===== src/hdl/pisr_pkg.sv =====
// shared types and constants for the package idle state resolver
package pisr_pkg;

    // package idle states, shallow to deep; order matters for min/max compares
    typedef enum logic [2:0] {
        PS_C0,
        PS_C2,
        PS_C3,
        PS_C6,
        PS_C8,
        PS_C10
    } pisr_pstate_t;

    // per-core idle request encoding
    localparam int CR_W = 3;
    localparam logic [2:0] CR_C0 = 3'h0;
    localparam logic [2:0] CR_C1 = 3'h1;
    localparam logic [2:0] CR_C6 = 3'h2;
    localparam logic [2:0] CR_C8 = 3'h3;
    localparam logic [2:0] CR_C10 = 3'h4;

    // reset values
    localparam pisr_pstate_t PSTATE_RST = PS_C0;
    localparam pisr_pstate_t LTR_CAP_RST = PS_C0;

    // default core count
    localparam int N_CORES_DEF = 4;
    localparam int CORE_ID_W_DEF = 2;

endpackage


===== src/hdl/pisr_link_if.sv =====
// link between the package resolver and the platform controller
`timescale 1ns/10ps
interface pisr_link_if;
    pisr_pkg::pisr_pstate_t pkg_state;   // current package state
    logic crystal_off;                   // package asks to stop the crystal clock
    pisr_pkg::pisr_pstate_t ltr_cap;     // deepest state latency tolerance permits
    logic hold_high;                     // platform asks to hold a shallower state
    pisr_pkg::pisr_pstate_t hold_cap;    // state to hold while hold_high is set
    logic mem_break;                     // memory access or snoop break, one cycle
    logic disp_off;                      // display powered off
    logic disp_psr;                      // display in self-refresh
    logic single_panel;                  // single embedded panel configuration
    logic panel_psr_cap;                 // panel supports self-refresh
    logic vr_deep;                       // all regulators deepest or low-power mode
    logic xtal_stop_ok;                  // platform lets the crystal clock stop

    modport dev (
        output pkg_state, crystal_off,
        input ltr_cap, hold_high, hold_cap, mem_break, disp_off, disp_psr,
        input single_panel, panel_psr_cap, vr_deep, xtal_stop_ok
    );

    modport plat (
        input pkg_state, crystal_off,
        output ltr_cap, hold_high, hold_cap, mem_break, disp_off, disp_psr,
        output single_panel, panel_psr_cap, vr_deep, xtal_stop_ok
    );
endinterface


===== src/hdl/pisr_min_req.sv =====
// lowest idle request among all cores
`timescale 1ns/10ps
module pisr_min_req #(
    parameter int N_CORES = pisr_pkg::N_CORES_DEF
) (
    input wire logic [pisr_pkg::CR_W*N_CORES-1:0] core_req_i, // packed per-core requests
    output logic [pisr_pkg::CR_W-1:0] min_req_o               // numerically lowest request
);
    logic [pisr_pkg::CR_W-1:0] chain [N_CORES];

    assign chain[0] = core_req_i[pisr_pkg::CR_W-1:0];

    genvar g;
    generate
        for (g = 1; g < N_CORES; g = g + 1) begin : g_min
            wire [pisr_pkg::CR_W-1:0] req_g = core_req_i[pisr_pkg::CR_W*g +: pisr_pkg::CR_W];
            assign chain[g] = (req_g < chain[g-1]) ? req_g : chain[g-1];
        end
    endgenerate

    assign min_req_o = chain[N_CORES-1];
endmodule


===== src/hdl/pisr_resolver.sv =====
// package idle state resolver: the package end of the link
// What this block does
// - six package states: C0 C2 C3 C6 C8 C10
// - request equals lowest core request
// - resolve from core states and platform status
// - platform refusal keeps package shallower than cores
// - deep state changes skip package C0
// - auto-demotion may cap the package state
// - core break leaves state, wakes target core
// - unmasked core break forces package C0
// - masked core break returns to previous state
// - memory break without hold returns previous state
// - memory break with hold stays shallower
// - any core in C0 means package C0
// - C2 only as transit or constrained state
// - C2 when deep requested but constraints block
// - C3 needs deep cores, graphics off, tolerance
// - C6 stops base clock, lets regulators drop
// - C8 needs all cores C8 and tolerance
// - all cores C8: flush cache once, unpower
// - C10 needs display, regulators, crystal conditions
// - self-refresh counts only for single capable panel
`timescale 1ns/10ps
module pisr_resolver #(
    parameter int N_CORES = pisr_pkg::N_CORES_DEF,
    parameter int CORE_ID_W = pisr_pkg::CORE_ID_W_DEF
) (
    input wire logic ref_clk_i,                                // 50 MHz clock
    input wire logic nrst_i,                                   // async reset, active low
    input wire logic [pisr_pkg::CR_W*N_CORES-1:0] core_req_i,  // per-core idle requests
    input wire logic gfx_pd_i,                                 // graphics powered down
    input wire logic timer_near_i,                             // timer event imminent
    input wire logic autodemote_en_i,                          // auto-demotion enabled
    input wire pisr_pkg::pisr_pstate_t autodemote_cap_i,       // heuristic deepest state
    input wire logic core_break_i,                             // core break event, pulse
    input wire logic [CORE_ID_W-1:0] break_core_i,             // target core of the break
    input wire logic break_masked_i,                           // break event is masked
    output pisr_pkg::pisr_pstate_t pkg_state_o,                // current package state
    output logic [N_CORES-1:0] core_wake_o,                    // break forwarded to core
    output logic wake_masked_o,                                // forwarded break was masked
    output logic mem_sr_o,                                     // memory self-refresh
    output logic bclk_off_o,                                   // base clock stopped
    output logic vr_reduce_o,                                  // regulator voltage reduction
    output logic llc_flush_o,                                  // single-step cache flush
    output logic llc_off_o,                                    // cache supply removed
    pisr_link_if.dev link                                      // platform side
);
    pisr_pkg::pisr_pstate_t state;
    pisr_pkg::pisr_pstate_t prev_state;
    pisr_pkg::pisr_pstate_t next_state;
    logic returning;
    logic force_c0;
    logic [N_CORES-1:0] core_wake;
    logic wake_masked;
    logic mem_sr;
    logic bclk_off;
    logic vr_reduce;
    logic llc_flush;
    logic llc_off;
    logic crystal_off;

    function automatic pisr_pkg::pisr_pstate_t pmin(input pisr_pkg::pisr_pstate_t a,
                                                    input pisr_pkg::pisr_pstate_t b);
        pmin = (a < b) ? a : b;
    endfunction

    function automatic pisr_pkg::pisr_pstate_t req_to_pkg(input logic [2:0] req);
        if (req >= pisr_pkg::CR_C10) begin
            req_to_pkg = pisr_pkg::PS_C10;
        end else if (req == pisr_pkg::CR_C8) begin
            req_to_pkg = pisr_pkg::PS_C8;
        end else if (req == pisr_pkg::CR_C6) begin
            req_to_pkg = pisr_pkg::PS_C6;
        end else begin
            req_to_pkg = pisr_pkg::PS_C0;
        end
    endfunction

    // lowest request across cores
    wire [pisr_pkg::CR_W-1:0] min_req;

    pisr_min_req #(
        .N_CORES(N_CORES)
    ) u_min (
        .core_req_i(core_req_i),
        .min_req_o(min_req)
    );

    // core C0/C1 or active graphics pins the package to C0
    wire shallow = (min_req < pisr_pkg::CR_C6) || !gfx_pd_i;
    wire pisr_pkg::pisr_pstate_t core_cap = req_to_pkg(min_req);

    // self-refresh only counts for one embedded panel that supports it
    wire disp_ok = link.disp_off ||
                   (link.disp_psr && link.single_panel && link.panel_psr_cap);
    wire c10_ok = disp_ok && link.vr_deep && link.xtal_stop_ok;

    wire pisr_pkg::pisr_pstate_t cap_c10 =
        (core_cap == pisr_pkg::PS_C10 && !c10_ok) ? pisr_pkg::PS_C8 : core_cap;
    // latency tolerance from the platform limits the depth
    wire pisr_pkg::pisr_pstate_t cap_ltr = pmin(cap_c10, link.ltr_cap);
    wire pisr_pkg::pisr_pstate_t cap_tmr =
        timer_near_i ? pmin(cap_ltr, pisr_pkg::PS_C2) : cap_ltr;
    wire pisr_pkg::pisr_pstate_t cap_dem =
        autodemote_en_i ? pmin(cap_tmr, autodemote_cap_i) : cap_tmr;
    wire pisr_pkg::pisr_pstate_t cap_hold =
        link.hold_high ? pmin(cap_dem, link.hold_cap) : cap_dem;
    wire pisr_pkg::pisr_pstate_t cap_ret =
        returning ? pmin(cap_hold, prev_state) : cap_hold;
    // deep requests with every deeper state blocked still settle in C2
    wire pisr_pkg::pisr_pstate_t cap_floor =
        (cap_ret < pisr_pkg::PS_C2) ? pisr_pkg::PS_C2 : cap_ret;
    wire pisr_pkg::pisr_pstate_t target =
        (shallow || force_c0) ? pisr_pkg::PS_C0 : cap_floor;

    wire in_c0 = (state == pisr_pkg::PS_C0);
    wire deep_now = (state > pisr_pkg::PS_C2);
    wire break_now = (core_break_i || link.mem_break) && !in_c0;
    wire ret_set = ((core_break_i && break_masked_i) || link.mem_break) && !in_c0;
    wire ret_clr = shallow || force_c0 || (state != pisr_pkg::PS_C2);

    // one hop per cycle; C2 sits between C0 and any deep state both ways
    always_comb begin
        if (break_now) begin
            next_state = pisr_pkg::PS_C2;
        end else if (in_c0 && target > pisr_pkg::PS_C2) begin
            next_state = pisr_pkg::PS_C2;
        end else if (deep_now && target == pisr_pkg::PS_C0) begin
            next_state = pisr_pkg::PS_C2;
        end else begin
            next_state = target;
        end
    end

    // decode of side effects from the state being entered
    wire next_mem_sr = (next_state >= pisr_pkg::PS_C3);
    wire next_bclk_off = (next_state >= pisr_pkg::PS_C6);
    wire next_llc_off = (next_state >= pisr_pkg::PS_C8);
    wire next_llc_flush = next_llc_off && (state < pisr_pkg::PS_C8);
    wire next_crystal_off = (next_state == pisr_pkg::PS_C10);

    genvar g;
    generate
        for (g = 0; g < N_CORES; g = g + 1) begin : g_wake
            always_ff @(posedge ref_clk_i or negedge nrst_i) begin
                if (!nrst_i) begin
                    core_wake[g] <= 1'b0;
                end else begin
                    core_wake[g] <= core_break_i && (break_core_i == CORE_ID_W'(g));
                end
            end
        end
    endgenerate

    always_ff @(posedge ref_clk_i or negedge nrst_i) begin
        if (!nrst_i) begin
            state <= pisr_pkg::PSTATE_RST;
        end else begin
            state <= next_state;
        end
    end

    // previous state is kept across a chain of breaks
    always_ff @(posedge ref_clk_i or negedge nrst_i) begin
        if (!nrst_i) begin
            prev_state <= pisr_pkg::PSTATE_RST;
        end else if (break_now && !returning) begin
            prev_state <= state;
        end
    end

    // set wins over clear so a break in the clearing cycle is kept
    always_ff @(posedge ref_clk_i or negedge nrst_i) begin
        if (!nrst_i) begin
            returning <= 1'b0;
            force_c0 <= 1'b0;
        end else begin
            returning <= ret_set || (returning && !ret_clr);
            force_c0 <= (core_break_i && !break_masked_i) || (force_c0 && !in_c0);
        end
    end

    always_ff @(posedge ref_clk_i or negedge nrst_i) begin
        if (!nrst_i) begin
            wake_masked <= 1'b0;
            mem_sr <= 1'b0;
            bclk_off <= 1'b0;
            vr_reduce <= 1'b0;
            llc_flush <= 1'b0;
            llc_off <= 1'b0;
            crystal_off <= 1'b0;
        end else begin
            wake_masked <= core_break_i && break_masked_i;
            mem_sr <= next_mem_sr;
            bclk_off <= next_bclk_off;
            vr_reduce <= next_bclk_off;
            llc_flush <= next_llc_flush;
            llc_off <= next_llc_off;
            crystal_off <= next_crystal_off;
        end
    end

    assign pkg_state_o = state;
    assign core_wake_o = core_wake;
    assign wake_masked_o = wake_masked;
    assign mem_sr_o = mem_sr;
    assign bclk_off_o = bclk_off;
    assign vr_reduce_o = vr_reduce;
    assign llc_flush_o = llc_flush;
    assign llc_off_o = llc_off;
    assign link.pkg_state = state;
    assign link.crystal_off = crystal_off;
endmodule


===== src/flat_wrapper.sv =====
// flat-port wrapper written by rule: the top's interface ports become plain ports
module pisr_resolver_flat 
#(
    parameter int N_CORES = pisr_pkg::N_CORES_DEF,
    parameter int CORE_ID_W = pisr_pkg::CORE_ID_W_DEF
)
  (ref_clk_i, nrst_i, core_req_i, gfx_pd_i, timer_near_i, autodemote_en_i, autodemote_cap_i, core_break_i, break_core_i, break_masked_i, pkg_state_o, core_wake_o, wake_masked_o, mem_sr_o, bclk_off_o, vr_reduce_o, llc_flush_o, llc_off_o, link_pkg_state, link_crystal_off, link_ltr_cap, link_hold_high, link_hold_cap, link_mem_break, link_disp_off, link_disp_psr, link_single_panel, link_panel_psr_cap, link_vr_deep, link_xtal_stop_ok);
  pisr_link_if link_i ();
  input wire logic ref_clk_i;
  input wire logic nrst_i;
  input wire logic [pisr_pkg::CR_W*N_CORES-1:0] core_req_i;
  input wire logic gfx_pd_i;
  input wire logic timer_near_i;
  input wire logic autodemote_en_i;
  input wire pisr_pkg::pisr_pstate_t autodemote_cap_i;
  input wire logic core_break_i;
  input wire logic [CORE_ID_W-1:0] break_core_i;
  input wire logic break_masked_i;
  output pisr_pkg::pisr_pstate_t pkg_state_o;
  output logic [N_CORES-1:0] core_wake_o;
  output logic wake_masked_o;
  output logic mem_sr_o;
  output logic bclk_off_o;
  output logic vr_reduce_o;
  output logic llc_flush_o;
  output logic llc_off_o;
  output wire logic [$bits(link_i.pkg_state)-1:0] link_pkg_state;
  output wire logic [$bits(link_i.crystal_off)-1:0] link_crystal_off;
  input wire logic [$bits(link_i.ltr_cap)-1:0] link_ltr_cap;
  input wire logic [$bits(link_i.hold_high)-1:0] link_hold_high;
  input wire logic [$bits(link_i.hold_cap)-1:0] link_hold_cap;
  input wire logic [$bits(link_i.mem_break)-1:0] link_mem_break;
  input wire logic [$bits(link_i.disp_off)-1:0] link_disp_off;
  input wire logic [$bits(link_i.disp_psr)-1:0] link_disp_psr;
  input wire logic [$bits(link_i.single_panel)-1:0] link_single_panel;
  input wire logic [$bits(link_i.panel_psr_cap)-1:0] link_panel_psr_cap;
  input wire logic [$bits(link_i.vr_deep)-1:0] link_vr_deep;
  input wire logic [$bits(link_i.xtal_stop_ok)-1:0] link_xtal_stop_ok;
  assign link_pkg_state = link_i.pkg_state;
  assign link_crystal_off = link_i.crystal_off;
  assign link_i.ltr_cap = link_ltr_cap;
  assign link_i.hold_high = link_hold_high;
  assign link_i.hold_cap = link_hold_cap;
  assign link_i.mem_break = link_mem_break;
  assign link_i.disp_off = link_disp_off;
  assign link_i.disp_psr = link_disp_psr;
  assign link_i.single_panel = link_single_panel;
  assign link_i.panel_psr_cap = link_panel_psr_cap;
  assign link_i.vr_deep = link_vr_deep;
  assign link_i.xtal_stop_ok = link_xtal_stop_ok;
  pisr_resolver #(.N_CORES(N_CORES), .CORE_ID_W(CORE_ID_W)) u_core (.ref_clk_i(ref_clk_i), .nrst_i(nrst_i), .core_req_i(core_req_i), .gfx_pd_i(gfx_pd_i), .timer_near_i(timer_near_i), .autodemote_en_i(autodemote_en_i), .autodemote_cap_i(autodemote_cap_i), .core_break_i(core_break_i), .break_core_i(break_core_i), .break_masked_i(break_masked_i), .pkg_state_o(pkg_state_o), .core_wake_o(core_wake_o), .wake_masked_o(wake_masked_o), .mem_sr_o(mem_sr_o), .bclk_off_o(bclk_off_o), .vr_reduce_o(vr_reduce_o), .llc_flush_o(llc_flush_o), .llc_off_o(llc_off_o), .link(link_i));
endmodule

===== config.mk =====
export PLATFORM = sky130hd
export DESIGN_NAME = pisr_resolver_flat
export DESIGN_NICKNAME = d
export VERILOG_FILES = /design/src/hdl/pisr_pkg.sv /design/src/hdl/pisr_link_if.sv /design/src/hdl/pisr_min_req.sv /design/src/hdl/pisr_resolver.sv /design/src/flat_wrapper.sv
export SDC_FILE = /design/constraint.sdc
export NUM_CORES = 1
export LEC_CHECK = 0
export ABC_AREA = 1
export BUFFER_PORTS_ARGS = -buffer_cell sky130_fd_sc_hd__buf_2
export CAP_MARGIN = 10
export CORE_UTILIZATION = 55
export CTS_BUF_LIST = sky130_fd_sc_hd__clkbuf_4
export DETAILED_ROUTE_END_ITERATION = 7
export GPL_ROUTABILITY_DRIVEN = 0
export PLACE_DENSITY = 0.95
export SLEW_MARGIN = 0
export SYNTH_ARGS = -nofsm -noshare
export SYNTH_HDL_FRONTEND = slang
export SYNTH_SLANG_ARGS = --single-unit

===== constraint.sdc =====
create_clock -name ref_clk_i -period 4.7 [get_ports ref_clk_i]
set_clock_uncertainty 0.2 [all_clocks]
set_input_delay 0.47 -clock ref_clk_i [delete_from_list [all_inputs] [get_ports ref_clk_i]]
set_output_delay 0.47 -clock ref_clk_i [all_outputs]
set_load 0.05 [all_outputs]

==> run_results.csv, run 1 <==
group,metric,value,unit
floorplanning,die_h,57.05,um
synthesis,syn_area_per_cell,7.645,um2
clock_tree,ctsHtreeMaxLevel,1,
clock_tree,cts_sinks,17,
floorplanning,ios,55,
floorplanning,die_w,57.05,um
outcome,stop_error,"[ERROR GRT-0232] Routing congestion too high. Check the congestion heatmap in the GUI.",
synthesis,synth_cells,218,
synthesis,synth_cell_types,34,
synthesis,synth.area.top_cells,"dfrtp_1, ha_1, inv_1",
floorplanning,initial_core_util,59.41,%
synthesis,syn_nets,277,
place,hpwlAfterDp,3251,um
synthesis,yosysMostFrequentCell,"inv_1",
synthesis,synth_top_cell_area_share,25.53,%
synthesis,post-synth-top-area-cell,"dfrtp_1",
clock_tree,clk_path_buf_depth,2,
clock_tree,cts_buffers,3,
outcome,flow.stopped_at,"global routing",
synthesis,synth_top_flop_cell,"dfrtp_1",
sta,worst-endpoint-pin-kind,"register input",
floorplanning,row_count,19,
grt,grt.overflow.total,144,
clock_tree,root_buffer,"clkbuf_4",
grt,track_usage,77.55,%
place,numPlacedInstances,329,
place,placement.io_buffers,54,
grt,grt_max_degree,18,
place,dpl-instance-area,0.002265,mm2
synthesis,synth_commonest_cells,"inv_1, nand2_1, ha_1, nand2_2, dfrtp_1",
sta,grt-worst-endpoint,"u_core.link.crystal_off$_DFF_PN0_/D",
synthesis,syn_area,0.001667,mm2
synthesis,synthArstFlopShare,100.0,%
outcome,outcome,"stopped before the end",
synthesis,synth_edf_count,0,
synthesis,ys.warnings.count,0,
synthesis,ys_seq_area_share,25.53,%
synthesis,synth-seq-cells,17,
-- what timing repair did --
action	4_1_cts
endpoints found under the setup margin	7
buffers inserted	28
pin swaps	34
resized for setup	19
hold endpoints to repair	17
hold buffers	1
gates cloned	0
-- routing by layer --
layer | GRT usage [%] | GRT overflow
met4 | 94.77 | 33
met5 | 4.762 | 0
met2 | 113.8 | 110
met1 | 75.07 | 1
met3 | 31.75 | 0
-- metrics by stage --
stage | setup slack, ns | TNS, ns
after floorplan | -1.246 | -5.678
after global placement | -1.489 | -7.760
after detailed placement | -1.782 | -9.516
after CTS | -1.201 | -7.904
-- logic make-up after synthesis --
group | share of synthesized area [%]
AND/OR/NAND/NOR | 34.54
buffers and inverters | 11.94
AO/OA/AOI/OAI | 10.96
adder cells (fa/ha/maj) | 15.77
flip-flops | 25.53
multiplexers | 1.276
==> inputs of run 2 (changes only) <==
--- a/config.mk
+++ b/config.mk
@@ -8,11 +8,10 @@
 export ABC_AREA = 1
 export BUFFER_PORTS_ARGS = -buffer_cell sky130_fd_sc_hd__buf_2
 export CAP_MARGIN = 10
-export CORE_UTILIZATION = 55
-export CTS_BUF_LIST = sky130_fd_sc_hd__clkbuf_4
+export CORE_UTILIZATION = 40
 export DETAILED_ROUTE_END_ITERATION = 7
 export GPL_ROUTABILITY_DRIVEN = 0
-export PLACE_DENSITY = 0.95
+export PLACE_DENSITY_LB_ADDON = 0.15
 export SLEW_MARGIN = 0
 export SYNTH_ARGS = -nofsm -noshare
 export SYNTH_HDL_FRONTEND = slang
==> run 2 against run 1 <==
  * The flow now finishes, with violations (negative setup slack)
  * Synthesized cell count stayed put
  * Synthesized area unchanged
==> run_results.csv, run 2 <==
group,metric,value,unit
outcome,outcome,"finished, violations left",
outcome,violations,"negative setup slack",
place,hpwlAfterDp,2855,um
synthesis,ys.warnings.count,0,
sta,fmax,0.1675,GHz
setup_path,required,4.64,ns
power_and_ir_drop,irDropWorstVdd,279.8,uV
sta,worst_pin_slew,0.3749,ns
layout,finalInstanceArea,0.002740,mm2
floorplanning,die_h,66.55,um
grt,antenna_found_initial,0,
synthesis,synth_edf_count,0,
place,placement.io_buffers,54,
sta,drv_slew,0,
floorplanning,ios,55,
synthesis,syn_area,0.001667,mm2
layout,largest_reg_flops,4,
min_path,hp-class,"input pin to register",
clock_tree,root_buffer,"clkbuf_8",
grt,grt_pass1_vias,1540,
layout,mostFrequentLayoutCell,"buf_4",
route,routed_wl,3761,um
route,first_pass_iters,4,
sta,period_needed,5.969,ns
power_and_ir_drop,power.leakage,1.559,nW
sta,fin_tns_setup,-6.812,ns
sta,rsz0062_at_grt,"true",
place,dpl-instance-area,0.002296,mm2
route,drtAntennaViolNets,0,
grt,grt_max_degree,18,
sta,hold_viol_final,0,
floorplanning,row_count,23,
sta,final_min_period_over_clock_period,127.0,%
route,vias,1703,
synthesis,ys_seq_area_share,25.53,%
power_and_ir_drop,p_per_area,330.0,mW/mm2
route,drt_iter0_markers,22,
synthesis,synth.area.top_cells,"dfrtp_1, ha_1, inv_1",
route,viasPerCell,4.517,
layout,fin_cells,377,
clock_tree,insertion_delay,0.24,ns
sta,slew_headroom,75.01,%
synthesis,synth-seq-cells,17,
floorplanning,initial_core_util,41.66,%
sta,setup_viol,7,
clock_tree,tritoncts,"yes",
setup_path,critPathKind,"input pin to register",
synthesis,synth_top_flop_cell,"dfrtp_1",
clock_tree,ctsHtreeMaxLevel,1,
synthesis,yosysMostFrequentCell,"inv_1",
layout,syn_to_final_growth,64.41,%
setup_path,critPathMaxStageDelay,0.28,ns
setup_path,cp.arrival,5.91,ns
layout,post-route-util,68.50,%
place,preCtsSetupSlack,-1.639,ns
clock_tree,cts_sinks,17,
setup_path,crit_fanout,4,
synthesis,synth_cell_types,34,
clock_tree,clk_path_buf_depth,2,
setup_path,setup.worst_path.end_class,"register",
synthesis,synthArstFlopShare,100.0,%
route,wire_per_inst,9.976,um
layout,n_antenna_cell,0,
flow_run,drv_cap,0,
power_and_ir_drop,totalPowerFinal,904.3,uW
synthesis,synth_cells,218,
layout,layout-drive-gt1-share,62.39,%
grt,grt.overflow.total,0,
grt,track_usage,17.54,%
synthesis,syn_area_per_cell,7.645,um2
clock_tree,path_clk_slew,0.06,ns
floorplanning,die_area,0.004429,mm2
synthesis,syn_nets,277,
place,numPlacedInstances,349,
route,drc,0,
sta,setup_slack,-1.269,ns
floorplanning,die_w,66.55,um
layout,layout_common_cells,"buf_4, buf_2, inv_1",
layout,nets,387,
setup_path,cpMostUsedCell,"nand2_2",
synthesis,synth_commonest_cells,"inv_1, nand2_1, ha_1, nand2_2, dfrtp_1",
synthesis,synth_top_cell_area_share,25.53,%
grt,grt_pass1_wl,6106,um
setup_path,startpoint_type,"input pin",
synthesis,post-synth-top-area-cell,"dfrtp_1",
floorplanning,fp.coreArea,0.004000,mm2
clock_tree,cts_buffers,3,
sta,whs,0.2060,ns
setup_path,cp_slowest_cell,"ha_1",
## run 2: cell counts after synthesis
No cell type changed its count.
## run 2: path summary, 6_finish.rpt
kind                             startpoint                      end  slack (ns)  cells past startpoint
min reg2reg                u_core.llc_off_o       u_core.llc_flush_o        0.33                      1
min                         break_core_i[0]    u_core.core_wake_o[2]        0.21                      2
min in group asynchronous            nrst_i          u_core.mem_sr_o        0.47                      2
max                           core_req_i[2]        u_core.bclk_off_o       -1.27                     60
max in group asynchronous            nrst_i    u_core.core_wake_o[1]        3.56                      2
max reg2reg                u_core.llc_off_o  u_core.link.crystal_off        2.81                     11
## run 2: repair_timing
item / in CTS / in global routing
hold buffers: 1 / 0
pin swaps: 31 / 12
hold endpoints to repair: 17 / 0
setup buffers: 21 / 2
endpoints found under the setup margin: 7 / 7
gates resized for setup: 33 / 18
## run 2: logic make-up after synthesis
kind of cell | share of synthesized area (%)
muxes | 1.276
AOI/OAI and AO/OA | 10.96
buffers and inverters | 11.94
and+or+nand+nor | 34.54
DFF | 25.53
adders and majority gates | 15.77
## run 2: layer usage
metal  up-vias  wire [um]  global-route usage, %  share of wire, %
met1       759       1627                  21.53                43
li1        907          -                      -                 -
met3         4        160                  3.253               4.3
met2        33       1949                  31.31                52
met4         0         23                  3.989              0.61
met5         -          0                      0                 0
## run 2: power by group
group / total [mW] / switching [mW] / internal [mW]
registers: 0.205 / 0.0310 / 0.174
logic: 0.595 / 0.325 / 0.270
clock network: 0.104 / 0.0453 / 0.0586
## run 2: critical path: cells and delay by family
kind | cells | cell delay (ns)
compound gates | 7 | 0.73
fa+ha+maj | 7 | 1.76
buf+inv | 10 | 0.55
simple gates | 36 | 2.37
## run 2: cell type report
cell class,instances,area (um2)
clock buffers,3,41.29
flip-flops and latches,17,425.4
multi-input cells,153,1301
well taps,50,62.56
clock inverters,1,5.005
fillers,338,1260
repair buffers,110,737.0
inverters,43,167.7
Power figures use the tool's default switching activity.
==> inputs of run 3 (changes only) <==
--- a/config.mk
+++ b/config.mk
@@ -11,7 +11,7 @@
 export CORE_UTILIZATION = 40
 export DETAILED_ROUTE_END_ITERATION = 7
 export GPL_ROUTABILITY_DRIVEN = 0
-export PLACE_DENSITY_LB_ADDON = 0.15
+export PLACE_DENSITY = 0.7
 export SLEW_MARGIN = 0
 export SYNTH_ARGS = -nofsm -noshare
 export SYNTH_HDL_FRONTEND = slang
==> run 3 against run 2 <==
  * Setup slack lost 0.14 ns
  * Sequential power is essentially flat
  * Via count grew 1.6%
  * Combinational power grew 4.4%
  * Cell area grew 1.8%
  * Routed wire length grew 14%
  * Largest power group unchanged
  * Critical path depth shrank 4
  * Register-to-register slack lost 0.17 ns
  * Clock power grew 5%
  * The run ends with design-rule violations, negative setup slack left
  * Die area is the same
  * First-iteration DRC count grew to 3.3 times the previous value
==> run_results.csv, run 3 (synthesized netlist as in run 2, its figures left out) <==
group,metric,value,unit
layout,multi_input_area,0.001378,mm2
layout,final-seq-area,425.4,um2
route,viasPerCell,4.616,
clock_tree,cts_sinks,17,
power_and_ir_drop,power.leakage,1.571,nW
sta,final_min_period_over_clock_period,130.0,%
setup_path,cpMostUsedCell,"nand2_4",
setup_path,setup.worst_path.end_class,"register",
clock_tree,path_clk_slew,0.06,ns
power_and_ir_drop,p_int,506.8,uW
sta,rsz0062_at_grt,"true",
power_and_ir_drop,netSwitchingPower,428.0,uW
sta,setup_slack,-1.409,ns
place,placement.io_buffers,54,
clock_tree,cts_buffers,3,
layout,layout_common_cells,"buf_4, buf_2, inv_1",
sta,slew_headroom,75.10,%
layout,n_antenna_cell,0,
sta,fin_tns_setup,-7.251,ns
place,hpwlAfterDp,2877,um
outcome,outcome,"finished, violations left",
clock_tree,ctsHtreeMaxLevel,1,
route,drc,1,
floorplanning,ios,55,
power_and_ir_drop,p_per_area,335.2,mW/mm2
setup_path,critPathMaxStageDelay,0.28,ns
setup_path,cp.arrival,6.06,ns
power_and_ir_drop,clkPwrFrac,11.7,%
grt,grt_pass1_wl,6141,um
sta,worst_pin_slew,0.3735,ns
grt,grt.overflow.total,0,
route,wire_per_inst,11.47,um
clock_tree,root_buffer,"clkbuf_8",
flow_run,drv_cap,0,
sta,fmax,0.1637,GHz
power_and_ir_drop,combPwrFrac,66.4,%
sta,drv_slew,0,
power_and_ir_drop,p_seq_share,21.9,%
grt,grt_max_degree,18,
route,drtAntennaViolNets,0,
setup_path,reg2reg_depth,11,
setup_path,critPathKind,"input pin to register",
floorplanning,die_w,66.55,um
min_path,hold_path_depth,2,
clock_tree,insertion_delay,0.25,ns
sta,setup_viol,7,
floorplanning,row_count,23,
place,dpl-instance-area,0.002288,mm2
setup_path,required,4.65,ns
grt,track_usage,17.50,%
floorplanning,die_area,0.004429,mm2
setup_path,cp_slowest_cell,"ha_1",
power_and_ir_drop,irDropWorstVdd,112.8,uV
layout,finalInstanceArea,0.002789,mm2
layout,fillers,322,
route,drt_iter0_markers,73,
layout,layout-drive-gt1-share,62.15,%
layout,nets,385,
setup_path,crit_fanout,4,
route,routed_wl,4302,um
setup_path,cpLargestDelayFamily,"simple AND/OR/NAND/NOR gates",
sta,hold_viol_final,0,
floorplanning,initial_core_util,41.66,%
setup_path,startpoint_type,"input pin",
clock_tree,tritoncts,"yes",
clock_tree,clk_path_buf_depth,2,
sta,period_needed,6.109,ns
floorplanning,fp.coreArea,0.004000,mm2
floorplanning,die_h,66.55,um
min_path,hp-class,"input pin to register",
layout,largest_reg_flops,4,
layout,mostFrequentLayoutCell,"buf_4",
power_and_ir_drop,p_sw_share,45.78,%
setup_path,rrSetupSlack,2.64,ns
layout,post-route-util,69.72,%
setup_path,crit_buf_inv,9,
outcome,violations,"design-rule violations, negative setup slack",
layout,syn_to_final_growth,67.34,%
setup_path,cp.depth,56,
route,first_pass_iters,6,
grt,antenna_found_initial,0,
sta,whs,0.2020,ns
grt,grt_pass1_vias,1595,
route,vias,1731,
## run 3: changes by cell type in the layout (fill, tap and decap cells not counted), moves of 2 or more
cell      previous run  this run
clkinv_2             2         0
nand2_2             27        17
nor2_4               1         3
inv_4                2         4
buf_6                7         5
nor2_2               6         4
nand2_4             11        19
nand2_1             24        26
## run 3: repair_timing
action	CTS	global route
hold endpoints to repair	17	0
endpoints found under the setup margin	7	7
resized for setup	22	39
pin swaps	35	36
setup buffers	15	7
hold buffers	1	0
## run 3: worst reg2reg max path, delay by kind of cell, from the launching register on
family,cells,cell delay (ns)
DFF,1,0.43
buffers and inverters,4,0.32
and+or+nand+nor,7,1.06
## run 3: cell type report
type / count / area share (%)
inverters: 43 / 6.146
flip-flops and latches: 17 / 15.25
repair buffers: 108 / 25.35
well taps: 50 / 2.243
clock buffers: 4 / 1.615
multi-input cells: 153 / 49.39
## run 3: path summary, 6_finish.rpt
check,startpoint,end
max in group asynchronous,nrst_i,u_core.prev_state[0]
setup / recovery,core_req_i[5],u_core.link.crystal_off
min in group asynchronous,nrst_i,u_core.bclk_off_o
hold / removal,break_core_i[0],u_core.core_wake_o[2]
hold reg to reg,u_core.llc_off_o,u_core.llc_flush_o
setup reg to reg,u_core.llc_off_o,u_core.link.crystal_off
## run 3: metal layers
metal | vias to the layer above | part of all wire (%) | GRT usage, %
met5 | - | 0 | 0
met4 | 0 | 0 | 1.596
met3 | 0 | 3.7 | 3.938
met2 | 33 | 56 | 34.97
met1 | 799 | 40 | 18.87
li1 | 899 | - | -
## run 3: per-stage QoR
step	setup slack [ns]	instances	power [mW]
3_3_place_gp	-1.601	348	0.6548
4_1_cts	-1.292	368	0.8479
3_5_place_dp	-1.728	348	0.6682
6_report	-1.409	375	0.9348
2_1_floorplan	-1.246	218	0.5386
5_1_grt	-1.740	375	1.003
## run 3: power groups by stage
stage | sequential [mW] | clock (mW) | combinational, mW
6_report | 0.205 | 0.109 | 0.621
5_1_grt | 0.210 | 0.116 | 0.677
4_1_cts | 0.204 | 0.109 | 0.534
3_5_place_dp | 0.202 | 0 | 0.466
3_3_place_gp | 0.202 | 0 | 0.453
2_1_floorplan | 0.226 | 0 | 0.312
